==> src/shared/ets_pkg.sv <==
package ets_pkg;
  localparam int DATA_W = 256;
  localparam int LANE_W = 8;
  localparam int KEEP_W = DATA_W / LANE_W;
  localparam int FIFO_DEPTH = 8;
  // stored word layout: data, keep, last, bad
  localparam int POS_DATA = 0;
  localparam int POS_KEEP = POS_DATA + DATA_W;
  localparam int POS_LAST = POS_KEEP + KEEP_W;
  localparam int POS_BAD = POS_LAST + 1;
  localparam int WORD_W = POS_BAD + 1;
  // error control character sent in every lane of a bad packet's last word
  localparam logic [7:0] ERR_CTL_CODE = 8'hFE;
  localparam logic RST_SYNC_INIT = 1'b1;
  typedef enum logic [1:0] {
    ETS_IDLE,
    ETS_PACKET,
    ETS_ABORT
  } ets_in_state_t;
endpackage

==> src/shared/ets_stream_if.sv <==
`timescale 1ns/1ps
interface ets_stream_if #(parameter int W = 8);
  logic inValid;
  logic inReady;
  logic [W-1:0] inData;
  logic outValid;
  logic outReady;
  logic [W-1:0] outData;
  modport fifo(input inValid, inData, outReady, output inReady, outValid, outData);
  modport user(output inValid, inData, outReady, input inReady, outValid, outData);
endinterface

==> src/hdl/ets_fifo.sv <==
`timescale 1ns/1ps
module ets_fifo #(
  parameter int WIDTH = 8,
  parameter int DEPTH = 8
) (
  input wire logic core_clk,
  input wire logic nrst,
  input wire logic clr,
  ets_stream_if.fifo bus
);
  localparam int AW = $clog2(DEPTH);

  if (DEPTH < 2 || (1 << AW) != DEPTH) begin : g_bad_depth
    $error("ets_fifo depth must be a power of two");
  end
  if ($bits(bus.inData) != WIDTH) begin : g_bad_width
    $error("ets_fifo width differs from interface width");
  end

  logic [WIDTH-1:0] mem [DEPTH];
  logic [AW-1:0] wrPtr;
  logic [AW-1:0] rdPtr;
  logic [AW:0] cnt;
  logic push;
  logic pop;

  assign bus.inReady = (cnt != DEPTH[AW:0]);
  assign bus.outValid = (cnt != '0);
  assign bus.outData = mem[rdPtr];
  assign push = bus.inValid && bus.inReady;
  assign pop = bus.outValid && bus.outReady;

  always_ff @(posedge core_clk) begin
    if (push) begin
      mem[wrPtr] <= bus.inData;
    end
  end

  always_ff @(posedge core_clk or negedge nrst) begin
    if (!nrst) begin
      wrPtr <= '0;
      rdPtr <= '0;
      cnt <= '0;
    end else if (clr) begin
      wrPtr <= '0;
      rdPtr <= '0;
      cnt <= '0;
    end else begin
      if (push) begin
        wrPtr <= wrPtr + 1'b1;
      end
      if (pop) begin
        rdPtr <= rdPtr + 1'b1;
      end
      unique case ({push, pop})
        2'b10: cnt <= cnt + 1'b1;
        2'b01: cnt <= cnt - 1'b1;
        default: cnt <= cnt;
      endcase
    end
  end
endmodule

==> src/hdl/ets_tx_port.sv <==
`timescale 1ns/1ps
// Functional notes
// all stream signals on core_clk rising edge
// user holds rxReset high until clock stable
// rxReset resynchronized before use
// user holds txReset high until clock stable
// txReset resynchronized before use
// one 256-bit data bus, 32 keep bits
// 32 byte lanes, keep bit n qualifies lane
// user raises tvalid with data and keep
// beat accepted when tvalid and tready high
// user holds beat while tready low
// tlast marks final beat, one transfer
// final keep count equals valid bytes
// tuser on last beat marks packet bad
// after tlast inputs ignored until tvalid
// bad packet: error code, no FCS
// tvalid may stay high; tready throttles
// tvalid drop before tlast is underrun
// keep full mid-packet, contiguous at end
module ets_tx_port
  import ets_pkg::*;
#(
  parameter int DATA_WIDTH = ets_pkg::DATA_W,
  parameter int DEPTH = ets_pkg::FIFO_DEPTH
) (
  input wire logic core_clk,
  input wire logic nrst,
  input wire logic txReset,
  input wire logic rxReset,
  output logic rxResetSync,
  input wire logic s_axis_tvalid,
  output logic s_axis_tready,
  input wire logic [ets_pkg::DATA_W-1:0] s_axis_tdata,
  input wire logic [ets_pkg::KEEP_W-1:0] s_axis_tkeep,
  input wire logic s_axis_tlast,
  input wire logic s_axis_tuser,
  output logic lineValid,
  input wire logic lineReady,
  output logic [ets_pkg::DATA_W-1:0] lineData,
  output logic [ets_pkg::KEEP_W-1:0] lineKeep,
  output logic [ets_pkg::KEEP_W-1:0] lineCtl,
  output logic lineLast,
  output logic lineFcsEn,
  output logic underrun
);
  import ets_pkg::*;

  // fixed bus widths
  if (DATA_WIDTH != DATA_W || DATA_W != KEEP_W * LANE_W) begin : g_bad_width
    $error("ets_tx_port serves only the 256-bit bus with byte keep");
  end
  if (DEPTH < 2) begin : g_bad_depth
    $error("ets_tx_port needs a fifo depth of at least two");
  end

  logic txRstMeta;
  logic txRst;
  logic rxRstMeta;
  ets_in_state_t st;
  logic accept;
  logic abortNow;
  logic [WORD_W-1:0] popWord;
  logic popBad;
  logic popLast;
  logic [KEEP_W-1:0] popKeep;
  logic [DATA_W-1:0] popData;
  logic [DATA_W-1:0] next_lineData;
  logic loadOut;

  ets_stream_if #(.W(WORD_W)) fq ();

  ets_fifo #(.WIDTH(WORD_W), .DEPTH(DEPTH)) u_fifo (
    .core_clk(core_clk),
    .nrst(nrst),
    .clr(txRst),
    .bus(fq)
  );

  // two-stage resync of transmit reset
  always_ff @(posedge core_clk or negedge nrst) begin
    if (!nrst) begin
      txRstMeta <= RST_SYNC_INIT;
      txRst <= RST_SYNC_INIT;
    end else begin
      txRstMeta <= txReset;
      txRst <= txRstMeta;
    end
  end

  // two-stage resync of receive reset
  always_ff @(posedge core_clk or negedge nrst) begin
    if (!nrst) begin
      rxRstMeta <= RST_SYNC_INIT;
      rxResetSync <= RST_SYNC_INIT;
    end else begin
      rxRstMeta <= rxReset;
      rxResetSync <= rxRstMeta;
    end
  end

  // tready follows fifo space, held low while an abort marker is pending or txRst is high
  assign s_axis_tready = fq.inReady && (st != ETS_ABORT) && !txRst;
  // beat accepted on tvalid and tready
  assign accept = s_axis_tvalid && s_axis_tready;
  // tvalid dropped inside a packet
  assign abortNow = (st == ETS_PACKET) && !s_axis_tvalid && !txRst;

  // nothing is pushed unless tvalid, or a pending abort marker
  assign fq.inValid = !txRst && ((st == ETS_ABORT) || (s_axis_tvalid && st != ETS_ABORT));

  // abort marker is a bad last word with no lanes, so the line side closes the frame
  always_comb begin
    fq.inData = '0;
    if (st == ETS_ABORT) begin
      fq.inData[POS_LAST] = 1'b1;
      fq.inData[POS_BAD] = 1'b1;
    end else begin
      fq.inData[POS_DATA +: DATA_W] = s_axis_tdata;
      fq.inData[POS_KEEP +: KEEP_W] = s_axis_tkeep;
      fq.inData[POS_LAST] = s_axis_tlast;
      // tuser counts only on the last beat
      fq.inData[POS_BAD] = s_axis_tuser && s_axis_tlast;
    end
  end

  // packet tracking on core_clk
  always_ff @(posedge core_clk or negedge nrst) begin
    if (!nrst) begin
      st <= ETS_IDLE;
    end else if (txRst) begin
      st <= ETS_IDLE;
    end else begin
      unique case (st)
        ETS_IDLE: begin
          if (accept && !s_axis_tlast) begin
            st <= ETS_PACKET;
          end
        end
        ETS_PACKET: begin
          // underrun closes the packet
          if (!s_axis_tvalid) begin
            st <= ETS_ABORT;
          end else if (accept && s_axis_tlast) begin
            st <= ETS_IDLE;
          end
        end
        ETS_ABORT: begin
          if (fq.inReady) begin
            st <= ETS_IDLE;
          end
        end
      endcase
    end
  end

  always_ff @(posedge core_clk or negedge nrst) begin
    if (!nrst) begin
      underrun <= 1'b0;
    end else begin
      underrun <= abortNow;
    end
  end

  assign popWord = fq.outData;
  assign popBad = popWord[POS_BAD];
  assign popLast = popWord[POS_LAST];
  assign popKeep = popWord[POS_KEEP +: KEEP_W];
  assign popData = popWord[POS_DATA +: DATA_W];

  // output register doubles as the line stage; stall reaches the fifo
  assign fq.outReady = !lineValid || lineReady;
  assign loadOut = fq.outValid && fq.outReady;

  // lane n gated by keep bit n; error code in every lane
  for (genvar n = 0; n < KEEP_W; n++) begin : g_lane
    assign next_lineData[n*LANE_W +: LANE_W] = popBad ? ERR_CTL_CODE :
      (popKeep[n] ? popData[n*LANE_W +: LANE_W] : '0);
  end

  always_ff @(posedge core_clk or negedge nrst) begin
    if (!nrst) begin
      lineValid <= 1'b0;
    end else if (txRst) begin
      lineValid <= 1'b0;
    end else if (fq.outReady) begin
      lineValid <= fq.outValid;
    end
  end

  always_ff @(posedge core_clk or negedge nrst) begin
    if (!nrst) begin
      lineData <= '0;
      lineKeep <= '0;
      lineCtl <= '0;
      lineLast <= 1'b0;
      lineFcsEn <= 1'b0;
    end else if (loadOut) begin
      lineData <= next_lineData;
      lineKeep <= popBad ? '1 : popKeep;
      // bad word marked as control
      lineCtl <= popBad ? '1 : '0;
      lineLast <= popLast;
      // no FCS for the bad packet only
      lineFcsEn <= popLast && !popBad;
    end
  end
endmodule

==> config.mk <==
export PLATFORM = sky130hd
export DESIGN_NAME = ets_tx_port
export DESIGN_NICKNAME = d
export VERILOG_FILES = /design/src/shared/ets_pkg.sv /design/src/shared/ets_stream_if.sv /design/src/hdl/ets_fifo.sv /design/src/hdl/ets_tx_port.sv
export SDC_FILE = /design/constraint.sdc
export NUM_CORES = 2
export LEC_CHECK = 0
export BUFFER_PORTS_ARGS = -buffer_cell sky130_fd_sc_hd__buf_2
export CAP_MARGIN = 20
export CORE_ASPECT_RATIO = 0.8
export CORE_MARGIN = 2
export CORE_UTILIZATION = 50
export CTS_CLUSTER_DIAMETER = 40
export CTS_CLUSTER_SIZE = 24
export DETAILED_ROUTE_END_ITERATION = 10
export GPL_TIMING_DRIVEN = 0
export PLACE_DENSITY = 0.65
export REMOVE_ABC_BUFFERS = 1
export SYNTH_ARGS = -nofsm -noshare
export SYNTH_HDL_FRONTEND = slang
export SYNTH_SLANG_ARGS = --single-unit
==> constraint.sdc <==
create_clock -name core_clk -period 43.2 [get_ports core_clk]
set_input_delay 12.96 -clock core_clk [delete_from_list [all_inputs] [get_ports core_clk]]
set_output_delay 12.96 -clock core_clk [all_outputs]
set_load 0.02 [all_outputs]
==> Flow_metrics.wiki <==
{| class="wikitable"
! Metric !! Value
|-
| Result of the run || complete, no violations
|-
| Final core utilization || 60.7%
|-
| Post-route DRC violation count || 0
|-
| Post-DR vias/cell || 5.77
|-
| Clk slew on worst S/H paths || 70 ps
|-
| Core footprint || 0.201 mm²
|-
| Register-to-Register Path Depth || 16
|-
| GRT Resource Usage Total || 23.4%
|-
| Topmost layer with routed signal wires || met5
|-
| GR Overflow Total || 0
|-
| Placed Area || 0.112 mm²
|-
| Total of warnings raised by yosys || 0
|-
| Met2 wire length || 116,000 µm
|-
| Leading area contributor after synthesis || sky130_fd_sc_hd__edfxtp_1
|-
| Die span in x || 507 µm
|-
| Setup_tns || 0 ps
|-
| Antenna violations before repair || 71
|-
| RSZ-0062 raised after global routing || false
|-
| Routed length on met3 || 16,100 µm
|-
| Cell at the root of the clock tree || sky130_fd_sc_hd__clkbuf_16
|-
| Max-slew headroom at the worst pin || 24.4%
|-
| Req. time, crit path || 43,820 ps
|-
| # clock sinks || 2,629
|-
| Number of enable flip-flop cells after synthesis || 2,320
|-
| Delay of the slowest cell on the worst path || 870 ps
|-
| Average wire length per cell after detail routing || 26.6 µm
|-
| Clk_skew || 78.1 ps
|-
| Number of nets in the layout || 6,445
|-
| Arrival time at the worst endpoint || 16,860 ps
|-
| Cells taking the most area after synthesis || sky130_fd_sc_hd__edfxtp_1, sky130_fd_sc_hd__mux4_2, sky130_fd_sc_hd__dfrtp_1, sky130_fd_sc_hd__mux2i_1, sky130_fd_sc_hd__nor2b_1
|-
| Maximum Capacitance Violations || 0
|-
| Core Rows || 147
|-
| Critical R2R Capture || u_fifo.mem[2][82]
|-
| Hold Fails Final Rpt || 0
|-
| Clock buffer count from CTS || 305
|-
| CP max-delay cell || sky130_fd_sc_hd__nor4b_2
|-
| Number of port buffers || 621
|-
| Type of origin of the critical path || input pin
|-
| Min Clock Period, post-route || 16,250 ps
|-
| Hold Path Class || reg -> reg
|-
| Cell types with the highest counts after synthesis || sky130_fd_sc_hd__edfxtp_1, sky130_fd_sc_hd__mux2i_1, sky130_fd_sc_hd__mux4_2, sky130_fd_sc_hd__dfrtp_1, sky130_fd_sc_hd__nor2b_1
|-
| Worst hold endpoint || rxResetSync
|-
| Hold_sp || rxRstMeta
|-
| Total power after layout || 7.62 mW
|-
| Period utilization || 37.6%
|-
| Total routed wirelength || 241,000 µm
|-
| P_leak || 40.9 nW
|-
| Share of flip-flops with an asynchronous set or reset || 11.8%
|-
| Setup slack at placement || 26,030 ps
|-
| Max frequency || 61.6 MHz
|-
| Unique masters post-synth || 49
|-
| Most used flip-flop cell after synthesis || sky130_fd_sc_hd__edfxtp_1
|-
| Cell seen most often among critical-path stages || sky130_fd_sc_hd__buf_4
|-
| Die Ht || 406 µm
|-
| Worst Max-Slew Pin Slew || 1100 ps
|-
| Number of global-route vias before repair || 53,010
|-
| Residual antenna-violating net count after detailed routing || 0
|-
| Die Outline Area || 0.206 mm²
|-
| Kind of capture point of the worst setup path || flop
|-
| Number of ports placed on the die boundary || 622
|-
| Number of placed instances, taps included || 8,512
|-
| Worst supply voltage drop on vdd || 0.0460 mV
|-
| Pwr per Cell Area || 62.5 mW/mm²
|-
| Fraction of synthesized cell area taken by the top area cell type || 68.9%
|-
| H-Tree Depth || 5
|-
| Pin count of the biggest net entering global routing || 88
|-
| Cell count after synthesis || 5,083
|-
| Synthesized cell area || 0.101 mm²
|-
| Number of buffers on the longest clock path || 4
|-
| Number of cells traversed by the worst hold path || 0
|-
| DP Wirelength || 156,000 µm
|-
| Number of non-filler instances in the completed layout || 9,082
|-
| Clk Latency, worst-skew pair || 950 ps
|-
| Max-slew violation count || 0
|-
| Hold_buf cts || 0
|-
| Synthesis-to-finish area growth || 20.6%
|-
| Reg2Reg Setup Slack || 38,080 ps
|-
| List of cells traversed by the critical path || buf_2, nor2_1, or3_1, nor4b_2, buf_6, buf_4, buf_4, buf_4, buf_4, buf_4, buf_4, buf_4, buf_4, buf_4, buf_4
|-
| Post-synthesis sequential element count || 2,629
|-
| Fraction of layout cells with a size suffix above 1 || 32.1%
|-
| Post-Synthesis Mean Instance Area || 19.9 µm²
|-
| Number of buffers added for setup after CTS || 0
|-
| Routability Congestion || 0.720
|-
| First-pass GRT wire length || 355,000 µm
|-
| Post-CTS resize count || 0
|-
| R2R Path Start || st[0]
|-
| Sequential share of the synthesized area || 76.6%
|-
| Iteration-0 DRC count of the detailed router || 4,509
|-
| CP Class || in -> reg
|-
| Layout Cell Area excl Fill || 0.122 mm²
|-
| Initial core utilization || 50.3%
|-
| Detailed Routing Iterations Pass 1 || 5
|-
| TritonCTS clock tree || done
|-
| Fillcell total || 14,339
|-
| Via total after detailed routing || 52,446
|-
| Critical path fanouts, max || 11
|-
| Count leader, synth || sky130_fd_sc_hd__edfxtp_1
|-
| Met1 Wirelength || 103,000 µm
|-
| Hold slack final || 354 ps
|-
| Total setup violations reported at the end of the flow || 0
|-
| Worst Slack Setup Final || 26,950 ps
|}
-- final cells by class --
cell class | instances | area, µm² | area share [%]
Inverter | 7 | 26.3 | 0.0216
Clock buffer | 357 | 8120 | 6.66
Multi-Input combinational cell | 2128 | 22200 | 18.2
Timing Repair Buffer | 1071 | 8630 | 7.08
Tap cell | 2682 | 3360 | 2.75
Clock inverter | 184 | 2050 | 1.68
Antenna cell | 24 | 60.1 | 0.0493
Sequential cell | 2629 | 77400 | 63.5
-- cell families after synthesis --
family	share of synthesized area, %
and+or+nand+nor	3.45
DFF	76.6
AOI/OAI and AO/OA	3.59
xor gates and xnor gates	0.0520
muxes	14.7
adders and majority gates	0.0867
buffers and inverters	1.53
-- layer usage --
layer | track usage [%] | vias up
li1 | - | 22646
met1 | 33.0 | 27585
met2 | 37.3 | 1722
met3 | 4.94 | 449
met4 | 6.39 | 44
met5 | 0 | -
-- where the power goes --
| part | switching [mW] | leakage [nW] | internal [mW] |
|---|---|---|---|
| clock network | 1.06 | 4.93 | 1.51 |
| logic | 1.14 | 11.6 | 0.822 |
| registers | 0.106 | 24.4 | 2.98 |
| total | 2.31 | 40.9 | 5.32 |
-- worst max-delay path by stage --
stage / startpoint / to / depth (start not counted)
2_1_floorplan: u_fifo.rdPtr[1] / lineData[104] / 4
3_3_place_gp: u_fifo.rdPtr[1] / lineData[136] / 4
3_5_place_dp: s_axis_tvalid / u_fifo.mem[2][180] / 15
4_1_cts: s_axis_tvalid / u_fifo.mem[2][183] / 15
5_1_grt: s_axis_tvalid / u_fifo.mem[2][82] / 15
6_report: s_axis_tvalid / u_fifo.mem[2][82] / 15
-- worst max-delay path, delay by kind of cell --
| kind | cells | cell delay, ps |
|---|---|---|
| buffers and inverters | 12 | 2330 |
| AND/OR/NAND/NOR | 3 | 1540 |
-- flip-flops by register name, summed over array words and instances (netlist names) --
| register | count |
|---|---|
| u_fifo.mem | 2320 |
| lineData | 256 |
| lineKeep | 32 |
| u_fifo.cnt | 4 |
| u_fifo.rdPtr | 3 |
| u_fifo.wrPtr | 3 |
| st | 2 |
| lineCtl | 1 |
| lineFcsEn | 1 |
| lineLast | 1 |
| lineValid | 1 |
| rxResetSync | 1 |
| rxRstMeta | 1 |
| txRst | 1 |
| txRstMeta | 1 |
| underrun | 1 |
-- cell usage in the layout (no fill, tap or decap), types with 24 or more instances in the layout --
cell type                   synthesis  layout
sky130_fd_sc_hd__buf_6              2     157
sky130_fd_sc_hd__edfxtp_1        2320    2320
sky130_fd_sc_hd__a21oi_1           34      33
sky130_fd_sc_hd__a22oi_1          144     144
sky130_fd_sc_hd__clkbuf_16          0     313
sky130_fd_sc_hd__nor2b_1          292     292
sky130_fd_sc_hd__nand2_1          189     188
sky130_fd_sc_hd__buf_4             51     186
sky130_fd_sc_hd__mux4_2           434     434
sky130_fd_sc_hd__o22a_1           161     161
sky130_fd_sc_hd__diode_2            0      24
sky130_fd_sc_hd__o31ai_1           81      81
sky130_fd_sc_hd__dfrtp_1          305     302
sky130_fd_sc_hd__mux2i_1          508     505
sky130_fd_sc_hd__inv_6              0      54
sky130_fd_sc_hd__clkbuf_1         140      32
sky130_fd_sc_hd__nor2_1           196     193
sky130_fd_sc_hd__buf_2             91     623
sky130_fd_sc_hd__buf_8              0      28
sky130_fd_sc_hd__clkinv_4           0      26
sky130_fd_sc_hd__buf_16             0      54
Note: power is estimated with default switching activity, not from simulation.
